## src/rtl/udcrc_pkg.sv

```systemverilog
/*
 * Package for the up/down counter with ripple clock.
 * Holds widths, count limits, reset values, direction encoding and
 * the packed struct that carries the sampled pin group.
 * Assumes a single system clock domain for all users.
 */
package udcrc_pkg;

    // Count width and its limits
    localparam int          UDCRC_CNT_W   = 4;
    localparam logic [3:0]  UDCRC_CNT_MAX = 4'hf;
    localparam logic [3:0]  UDCRC_CNT_MIN = 4'h0;
    localparam logic [3:0]  UDCRC_CNT_ONE = 4'h1;

    // Values taken under system reset
    localparam logic [3:0]  UDCRC_CNT_RST  = 4'h0;
    localparam logic        UDCRC_TERM_RST = 1'b0;
    localparam logic        UDCRC_RIPN_RST = 1'b1;
    localparam logic        UDCRC_DIR_RST  = 1'b0;

    // Direction encoding on direction_select
    localparam logic        UDCRC_DIR_UP   = 1'b0;
    localparam logic        UDCRC_DIR_DOWN = 1'b1;

    // Pin inputs sampled as one group
    typedef struct packed {
        logic       clk_lvl;
        logic       load_n;
        logic       enable_n;
        logic       dir;
        logic [3:0] preset;
    } udcrc_pins_t;

    localparam udcrc_pins_t UDCRC_PINS_RST = '{
        clk_lvl:  1'b0,
        load_n:   1'b1,
        enable_n: 1'b1,
        dir:      1'b0,
        preset:   4'h0
    };

endpackage
```

## src/rtl/udcrc_counter.sv

```systemverilog
/*
 * Four-bit up/down counter with preset, terminal flag and ripple
 * clock, rebuilt as synchronous logic on the system clock.
 * Assumes every pin input is asynchronous to clk_sys_in and is slow
 * enough (several system clocks per level) to be sampled reliably.
 */
`timescale 1ns/1ps
`default_nettype none

module udcrc_counter
    import udcrc_pkg::*;
(
    input  wire logic                   clk_sys_in,
    input  wire logic                   sys_rst_in,
    input  wire logic                   clock_pulse_in,
    input  wire logic                   async_load_n_in,
    input  wire logic                   count_enable_n_in,
    input  wire logic                   direction_select_in,
    input  wire logic [UDCRC_CNT_W-1:0] preset_data_in,
    output var  logic [UDCRC_CNT_W-1:0] count_out,
    output var  logic                   terminal_flag_out,
    output var  logic                   ripple_clock_n_out
);

    // Two-stage synchronisers; stage one is read only by stage two
    udcrc_pins_t pins_meta;
    udcrc_pins_t pins;
    logic        clk_prev;
    logic        dir_q;

    always_ff @(posedge clk_sys_in)
    begin
        if (sys_rst_in)
        begin
            pins_meta <= UDCRC_PINS_RST;
            pins      <= UDCRC_PINS_RST;
            clk_prev  <= UDCRC_PINS_RST.clk_lvl;
        end
        else
        begin
            pins_meta <= '{
                clk_lvl:  clock_pulse_in,
                load_n:   async_load_n_in,
                enable_n: count_enable_n_in,
                dir:      direction_select_in,
                preset:   preset_data_in
            };
            pins      <= pins_meta;
            clk_prev  <= pins.clk_lvl;
        end
    end

    // Decode of the sampled pin group
    wire logic                   clk_rise;
    wire logic                   loading;
    wire logic                   counting;
    wire logic [UDCRC_CNT_W-1:0] count_inc;
    wire logic [UDCRC_CNT_W-1:0] count_dec;
    wire logic [UDCRC_CNT_W-1:0] count_step;

    assign clk_rise   = pins.clk_lvl & ~clk_prev;
    assign loading    = ~pins.load_n;
    assign counting   = pins.load_n & ~pins.enable_n & clk_rise;
    // Natural 4-bit overflow gives the modulo-16 wrap
    assign count_inc  = count_out + UDCRC_CNT_ONE;
    assign count_dec  = count_out - UDCRC_CNT_ONE;
    assign count_step = (pins.dir == UDCRC_DIR_DOWN) ? count_dec
                                                     : count_inc;

    // Next count: load beats counting, otherwise hold
    wire logic [UDCRC_CNT_W-1:0] next_count;
    assign next_count = loading  ? pins.preset :
                        counting ? count_step  :
                                   count_out;

    // Terminal decode from next state and direction, enable unused
    wire logic next_term;
    assign next_term =
        ((next_count == UDCRC_CNT_MAX) && (pins.dir == UDCRC_DIR_UP)) ||
        ((next_count == UDCRC_CNT_MIN) && (pins.dir == UDCRC_DIR_DOWN));

    // Ripple clock low only in the sampled clock low phase
    wire logic next_ripple_n;
    assign next_ripple_n = ~(pins.load_n & ~pins.enable_n & next_term
                             & ~pins.clk_lvl);

    // Output registers; flag from flops so no decode spikes escape
    always_ff @(posedge clk_sys_in)
    begin
        if (sys_rst_in)
        begin
            count_out          <= UDCRC_CNT_RST;
            terminal_flag_out  <= UDCRC_TERM_RST;
            ripple_clock_n_out <= UDCRC_RIPN_RST;
            dir_q              <= UDCRC_DIR_RST;
        end
        else
        begin
            count_out          <= next_count;
            terminal_flag_out  <= next_term;
            ripple_clock_n_out <= next_ripple_n;
            dir_q              <= pins.dir;
        end
    end
endmodule

`default_nettype wire

```

## config.mk

```make
export PLATFORM = sky130hd
export DESIGN_NAME = udcrc_counter
export DESIGN_NICKNAME = d
export VERILOG_FILES = /design/src/rtl/udcrc_pkg.sv /design/src/rtl/udcrc_counter.sv
export SDC_FILE = /design/constraint.sdc
export NUM_CORES = 1
export LEC_CHECK = 0
export ABC_CLOCK_PERIOD_IN_PS = 2300
export BUFFER_PORTS_ARGS = -buffer_cell sky130_fd_sc_hd__buf_2
export CELL_PAD_IN_SITES_DETAIL_PLACEMENT = 1
export CELL_PAD_IN_SITES_GLOBAL_PLACEMENT = 2
export CORE_AREA = 4 4 60 62
export CTS_CLUSTER_DIAMETER = 120
export DETAILED_ROUTE_END_ITERATION = 16
export DIE_AREA = 0 0 64 66
export GPL_TIMING_DRIVEN = 0
export PLACE_DENSITY_LB_ADDON = 0.1
export SYNTH_ARGS = -nofsm -noshare
export SYNTH_HDL_FRONTEND = slang
export SYNTH_SLANG_ARGS = --single-unit
```

## constraint.sdc

```tcl
create_clock -name clk_sys_in -period 2.3 [get_ports clk_sys_in]
set_clock_uncertainty 0.2 [all_clocks]
set_input_delay 0.115 -clock clk_sys_in [delete_from_list [all_inputs] [get_ports clk_sys_in]]
set_output_delay 0.115 -clock clk_sys_in [all_outputs]
set_load 0.01 [all_outputs]
```

======== Word-level counts from Yosys, hierarchy flattened ========
Cells that the tools add are included.
Widths: inputs -> output; s select.
operators by class
  bitwise gates (word level) .............. 10
  reduce and logical (&&, ||, !) cells .... 4
  mux-type cells .......................... 3
  eq/ne operators ......................... 1
  add/sub/neg operators ................... 2
operator list
  cell                 number
  $mux 4               3
  $and 1x1->1          5
  $not 1->1            5
  $add 4x1->4 const B  1
  $eq 4x4->1 const B   1
  $logic_not 4->1      1
  $sub 4x1->4 const B  1
  $logic_and 1x1->1    2
  $logic_or 1x1->1     1
storage, ports and cells
  logic and storage cells ................. 34
  input port bits ......................... 10
  register bits after elaboration ......... 23

======== Longest topological paths before layout ========
Gate-level depths: netlist (run 1).
  depth in word-level cells ............... 11
  mapped depth ............................ 8
  mapped depth without buffers ............ 8

======== Worst setup path after synthesis (run 1) ========
OpenSTA, ideal clock, no wires.
  path type ............................... flip-flop to flip-flop
  from .................................... reg count_out[0]
  to ...................................... reg ripple_clock_n_out
  stages on the path, launching flop included .. 9
  setup time .............................. 137 ps
  arrival ................................. 2066 ps
  required time ........................... 1963 ps
  clock period less this slack ............ 2402 ps
  setup slack ............................. -102 ps
  path through ............................ dfxtp_1 -> clkinv_1 -> fa_1 -> xnor2_1 -> mux2i_1 -> o22ai_1 -> or4b_1 -> mux2i_1 -> nand3_1
between the ends
  word-level cells in the longest chain between the ends .. 10
  elaborated cells on any way between the ends .. 13
RTL lines
  what                                           RTL line                                  RTL
  from (decl)                                    udcrc_counter.sv:20                       output var logic [UDCRC_CNT_W-1:0] count_out,
  from (signal assigned)                         udcrc_counter.sv:99                       count_out <= next_count;
  $add 4x1->4 or $sub 4x1->4 (tied branches)     udcrc_counter.sv:65, udcrc_counter.sv:66
  $mux 4                                         udcrc_counter.sv:67                       assign count_step = (pins.dir == UDCRC_DIR_DOWN) ? count_dec
  $mux 4 (*)                                     udcrc_counter.sv:73                       counting ? count_step :
  $mux 4 (*)                                     udcrc_counter.sv:72                       assign next_count = loading ? pins.preset :
  $eq 4x4->1 or $logic_not 4->1 (tied branches)  udcrc_counter.sv:79, udcrc_counter.sv:80
  $logic_and 1x1->1 (on tied branches)           udcrc_counter.sv:79, udcrc_counter.sv:80
  $logic_or 1x1->1 (*)                           udcrc_counter.sv:79                       ((next_count == UDCRC_CNT_MAX) && (pins.dir == UDCRC_DIR_UP)) ||
  $and 1x1->1 (*)                                udcrc_counter.sv:84                       assign next_ripple_n = ~(pins.load_n & ~pins.enable_n & next_term
  $and 1x1->1 (*)                                udcrc_counter.sv:85                       & ~pins.clk_lvl);
  $not 1->1 (*)                                  udcrc_counter.sv:84
  to (signal assigned)                           udcrc_counter.sv:101                      ripple_clock_n_out <= next_ripple_n;
  to (decl)                                      udcrc_counter.sv:22                       output var logic ripple_clock_n_out
Mark *: on every way between the ends. The rest lies on a longest branch, timed or not.
A chain may end at the register's enable or synchronous reset.

======== Worst setup path after layout (run 1) ========
Same ends and word-level chain as after synthesis.

==> reports/qor.yml, run 1 <==
run_status:
  status: "complete, but fails checks"
  violations: "setup timing"
final_layout:
  n_antenna_cell: 0
  finish.instance_area_mm2: 0.00125
  final_util_pct: 41.4
  nNetsFinal: 136
  layout-drive-gt1-share_pct: 32.8
  final_common_cell: "dfxtp_1"
  final_cell_mix: "dfxtp_1 (20), buf_2 (15), nor2b_1 (13)"
  num-fill-cells: 332
  area_growth_pct: 38.7
synth:
  synth_top_family_by_area: "simple AND/OR/NAND/NOR gates"
  synth_compound_area_share_pct: 10.8
  ys_types: 29
  synth-simple-area-share_pct: 24.8
  syn_avg_cell_area_um2: 10.3
  ys_ff_latch: 23
  ys_seq_area_share_pct: 50.9
  ys_warn_count: 0
  muxShareOfSynthArea_pct: 3.32
  synth-adder-area-share_pct: 4.98
  synth_area_leaders: "dfxtp_1 (51%), nor2b_1 (9.0%), mux2i_1 (3.3%)"
  syn-cell-area_um2: 905
  syn_nets: 101
  synthXorXnorAreaFrac_pct: 1.94
  synth_top_cell_area_share_pct: 50.9
  synth_cells: 88
  yosysTopAreaCell: "dfxtp_1"
detailed_routing:
  drc: 0
  via_per_inst: 4.40
  firstDrtPassIters: 3
  vias: 730
  final_antenna_net_count: 0
  finalWirelength_mm: 2.01
  wl_per_cell_um: 12.1
  drt-initial-drc-count: 23
cts:
  cts_buffer_depth: 2
  clk_latency_ns: 0.30
  cts_tree: "done"
  cts.clk_slew.worst_paths_ns: 0.11
  clock_sinks: 23
  htreeDepth: 1
  clockRootBuffer: "clkbuf_4"
  numCtsBuffers: 3
power:
  finalPower_mw: 0.682
  switchingPower_mw: 0.157
  clkPwrFrac_pct: 26.4
  worst_ir_drop_vdd_uv: 276
  power_density_mw_per_mm2: 544
  seq_power_share_pct: 61.7
  p_int_mw: 0.525
  leakage_nw: 0.509
  combPwrFrac_pct: 11.9
  p_sw_share_pct: 23.0
place:
  port_buffers: 15
  gp_congestion: 0.723
  dp_hpwl_mm: 1.42
  placed_area_mm2: 0.00104
floorplanning:
  core_mm2: 0.00303
  die_area_mm2: 0.00422
  die_h_um: 66
  rows: 20
  initial_core_util_pct: 29.9
  io_pins: 16
  die_x_um: 64
grt:
  grt_first_pass_wirelength_mm: 3.64
  grt_max_degree: 13
  top_usage_layer: "met2"
  antenna_found_initial: 0
  use_met2_pct: 18.5
  grt_usage_pct: 11.3
  grt_overflow: 0
  grt_pass1_vias: 761
  met1_usage_pct: 13.7
  grtUsageMet3_pct: 2.89
sta:
  tightest_slew_ns: 0.487
  finalHoldViolCount: 0
  drv_slew: 0
  setup_viol: 2
  setup_tns_ns: -0.137
  grt_setup_unrepaired: "true"
  post-route-min-period_ns: 2.43
  slew_headroom_pct: 67.5
  setup_slack_ns: -0.133
  max_freq_ghz: 0.411
  min_period_over_period_pct: 106
critical_path:
  path_class: "flop to flop"
  crit_fanout: 2
  arrival_ns: 2.42
  cp-end-kind: "flop"
  cp.required_ns: 2.29
  cp-start-kind: "flop"
job:
  maxCapViolCount: 0
min_path:
  hold_path_class: "flop to flop"
[per-stage QoR]
step	setup slack (ns)	hold WS, ns	instances
2_1_floorplan	0.00444	-0.0134	88
3_3_place_gp	-0.370	0.0969	147
3_5_place_dp	-0.389	0.101	147
4_1_cts	-0.170	0.228	165
5_1_grt	-0.297	0.250	166
6_report	-0.133	0.226	166
[metal layers]
metal | vias to the layer above | routed length (um)
met1 | 340 | 920
met2 | 13 | 962
met5 | - | 0
met4 | 0 | 41
met3 | 5 | 83
li1 | 372 | -
[worst max-delay path, cell delays in order (launching register included)]
cell and delay (ns):
dfxtp_4 0.38, clkinv_4 0.05, fa_1 0.45, nand4bb_1 0.15, o211ai_1 0.14, o22ai_1 0.20, or4b_4 0.49, mux2i_4 0.18
nand3_2 0.08
[kinds of logic after synthesis]
logic type / Yosys count
buf+inv: 8
mux: 3
xor+xnor: 2
simple gates: 35
fa+ha+maj: 3
compound gates: 14
flops: 23
[timing repair]
| item | 4_1_cts | 5_1_grt |
|---|---|---|
| buffers inserted | 5 | 1 |
| hold buffers | 9 | 0 |
| hold endpoints to repair | 10 | 0 |
| pin swaps | 3 | 2 |
| gates resized for setup | 12 | 4 |
| endpoints found under the setup margin | 2 | 2 |
[flip-flops by register name, summed over array words and instances, names as in the netlist]
| register | flops |
|---|---|
| pins | 8 |
| pins_meta | 8 |
| count_out | 4 |
| clk_prev | 1 |
| ripple_clock_n_out | 1 |
| terminal_flag_out | 1 |
[cell usage after synthesis]
| cell | count |
|---|---|
| a211oi_1 | 2 |
| ha_1 | 2 |
| clkinv_1 | 1 |
| o32a_1 | 1 |
| inv_1 | 4 |
| a2111oi_0 | 3 |
| o211ai_1 | 1 |
| dfxtp_1 | 23 |
| or2_2 | 4 |
| nor4_1 | 1 |
| nand3_1 | 2 |
| mux2i_1 | 3 |
| or3b_1 | 1 |
| nand4b_1 | 1 |
| nand2_1 | 4 |
| xnor2_1 | 2 |
| or4b_1 | 1 |
| nor2b_1 | 13 |
| nand4bb_1 | 1 |
| o22ai_1 | 1 |
| fa_1 | 1 |
| nor3b_4 | 1 |
| nor2_1 | 4 |
| or3_1 | 1 |
| clkbuf_1 | 3 |
| o21ai_0 | 1 |
| nand3b_1 | 1 |
| a21oi_1 | 4 |
| a21o_1 | 1 |
[power by group through the flow]
stage / registers [mW] / logic, mW / clock network, mW
after global placement: 0.433 / 0.0574 / 0
after floorplan: 0.433 / 0.0369 / 0
after global routing: 0.424 / 0.0921 / 0.210
after CTS: 0.422 / 0.0790 / 0.195
after detailed placement: 0.434 / 0.0584 / 0
final: 0.421 / 0.0814 / 0.180
[area by class of cell]
type	count	area (um2)	share of cell area, %
flip-flops and latches	23	472	37.6
multi-input cells	57	457	36.4
repair buffers	30	210	16.7
well taps	44	55.1	4.39
clock buffers	4	26.3	2.09
inverters	5	23.8	1.89
plain buffers	3	11.3	0.897
[final timing paths]
check	to	slack, ns	depth (start not counted)	start
hold reg to reg	pins[6]	0.23	1	pins_meta[6]
setup / recovery	ripple_clock_n_out	-0.13	8	count_out[0]
hold / removal	pins[6]	0.23	1	pins_meta[6]
setup reg to reg	ripple_clock_n_out	-0.13	8	count_out[0]
(Power assumes the default switching activity.)
==> run 2: changes to the inputs <==
--- a/config.mk
+++ b/config.mk
@@ -9,12 +9,13 @@
 export BUFFER_PORTS_ARGS = -buffer_cell sky130_fd_sc_hd__buf_2
 export CELL_PAD_IN_SITES_DETAIL_PLACEMENT = 1
 export CELL_PAD_IN_SITES_GLOBAL_PLACEMENT = 2
-export CORE_AREA = 4 4 60 62
+export CORE_AREA = 2 2 58 60
 export CTS_CLUSTER_DIAMETER = 120
 export DETAILED_ROUTE_END_ITERATION = 16
-export DIE_AREA = 0 0 64 66
+export DIE_AREA = 0 0 60 62
 export GPL_TIMING_DRIVEN = 0
 export PLACE_DENSITY_LB_ADDON = 0.1
+export SETUP_SLACK_MARGIN = 0.2
 export SYNTH_ARGS = -nofsm -noshare
 export SYNTH_HDL_FRONTEND = slang
 export SYNTH_SLANG_ARGS = --single-unit
==> run 2 against run 1 <==
  * The run still ends with setup timing left
  * Final cell count increased by 2.4%
  * Fmax about the same
  * First-iteration DRC count decreased by 35%
  * Utilization decreased by 1.4 points
  * Sequential cell count unchanged
  * Hold slack got worse by 0.0013 ns
  * Die area decreased by 12%
  * Largest cell class unchanged
  * Highest routed layer unchanged
==> reports/qor.yml, run 2 (synthesis results as in run 1) <==
cts:
  htreeDepth: 1
  clockRootBuffer: "clkbuf_4"
  cts_tree: "done"
  clk_latency_ns: 0.30
  cts_buffer_depth: 2
  cts.clk_slew.worst_paths_ns: 0.13
  clock_sinks: 23
  numCtsBuffers: 3
detailed_routing:
  finalWirelength_mm: 1.85
  drt-initial-drc-count: 15
  final_antenna_net_count: 0
  drc: 0
  via_per_inst: 4.22
  wl_per_cell_um: 10.9
  vias: 717
  firstDrtPassIters: 3
grt:
  grtUsageMet3_pct: 2.48
  antenna_found_initial: 0
  grt_max_degree: 14
  use_met2_pct: 18.5
  met1_usage_pct: 15.3
  grt_first_pass_wirelength_mm: 3.10
  grt_pass1_vias: 657
  top_usage_layer: "met2"
  grt_usage_pct: 11.7
  grt_overflow: 0
min_path:
  hold_path_class: "flop to flop"
final_layout:
  fin_cells: 170
  final_common_cell: "dfxtp_1"
  area_growth_pct: 40.7
  top_regs: "pins x8, pins_meta x8, count_out x4"
  layout-drive-gt1-share_pct: 35.5
  num-fill-cells: 361
  nNetsFinal: 138
  final_cell_mix: "dfxtp_1 (20), buf_2 (15), nor2b_1 (13)"
  final_util_pct: 40.0
  n_antenna_cell: 0
floorplanning:
  die_x_um: 60
  initial_core_util_pct: 28.5
  die_area_mm2: 0.00372
  die_h_um: 62
  io_pins: 16
  core_mm2: 0.00318
  rows: 21
place:
  dp_hpwl_mm: 1.32
  dp.cells: 149
  port_buffers: 15
  gp_congestion: 0.728
sta:
  setup_tns_ns: -0.131
  setup_viol: 1
  grt_setup_unrepaired: "true"
  tightest_slew_ns: 0.444
  slew_headroom_pct: 70.4
  drv_slew: 0
  setup_slack_ns: -0.131
  post-route-min-period_ns: 2.43
  finalHoldViolCount: 0
  max_freq_ghz: 0.411
  min_period_over_period_pct: 106
critical_path:
  r2r_setup_slack_ns: -0.13
  arrival_ns: 2.42
  reg2reg_depth: 8
  r2r-end: "ripple_clock_n_out"
  path_class: "flop to flop"
  regToRegStartpoint: "count_out[0]"
  cp.required_ns: 2.29
  crit_fanout: 2
  cp-startpoint: "count_out[0]"
  cp-start-kind: "flop"
  cp-end-kind: "flop"
  worstSetupEndpoint: "ripple_clock_n_out"
run_status:
  violations: "setup timing"
  status: "complete, but fails checks"
job:
  maxCapViolCount: 0
power:
  finalPower_mw: 0.685
  leakage_nw: 0.526
  worst_ir_drop_vdd_uv: 287
  power_density_mw_per_mm2: 538
## run 2: stage by stage
stage                     setup slack (ns)  hold slack (ns)  area, um2
after floorplan                     0.0718          -0.0134        928
after global placement              -0.245           0.0975       1060
after detailed placement            -0.212            0.102       1060
after CTS                           -0.127          -0.0281       1240
after global routing                -0.252            0.239       1270
final                               -0.131            0.224       1270
## run 2: worst min path at each step
stage	slack, ns	endpoint	startpoint	cells after the start
floorplan	-0.01	clk_prev	sys_rst_in	1
finish	0.22	pins[5]	pins_meta[5]	1
global route	0.24	pins[5]	pins_meta[5]	1
detailed placement	0.10	pins_meta[6]	async_load_n_in	2
CTS	-0.03	terminal_flag_out	sys_rst_in	3
global placement	0.1	pins_meta[6]	async_load_n_in	2
## run 2: what timing repair did
item                       4_1_cts  5_1_grt
setup endpoints to repair        2        3
pin swaps                        3        4
buffers inserted                 6        1
gates resized for setup          7        4
hold endpoints to repair        10        1
hold buffers                     9        1
## run 2: where the power goes
group / internal [mW] / switching (mW)
combinational: 0.0461 / 0.0357
sequential: 0.413 / 0.00836
clock: 0.0648 / 0.118
total: 0.523 / 0.162
## run 2: metal layers
layer,wire [um],vias to the layer above,share of wire [%]
met4,38,0,2.1
met5,0,-,0
li1,-,375,-
met1,848,326,46
met2,908,12,49
met3,53,4,2.9
## run 2: layout make-up
type	count	area [um2]	share of cell area, %
Sequential cell	23	472	37.1
Clock buffer	3	22.5	1.77
Inverter	5	26.3	2.06
Buffer	3	11.3	0.885
Timing Repair Buffer	32	228	17.9
Multi-Input combinational cell	57	450	35.4
Clock inverter	1	5.00	0.393
Tap cell	46	57.6	4.52
## run 2: worst max-delay path, stage by stage (launching register included)
cell and delay (ns):
dfxtp_4 0.38, clkinv_4 0.05, fa_2 0.45, nand4bb_1 0.14, o211ai_1 0.13, o22ai_1 0.20, or4b_4 0.47, mux2i_2 0.19
nand3_1 0.09
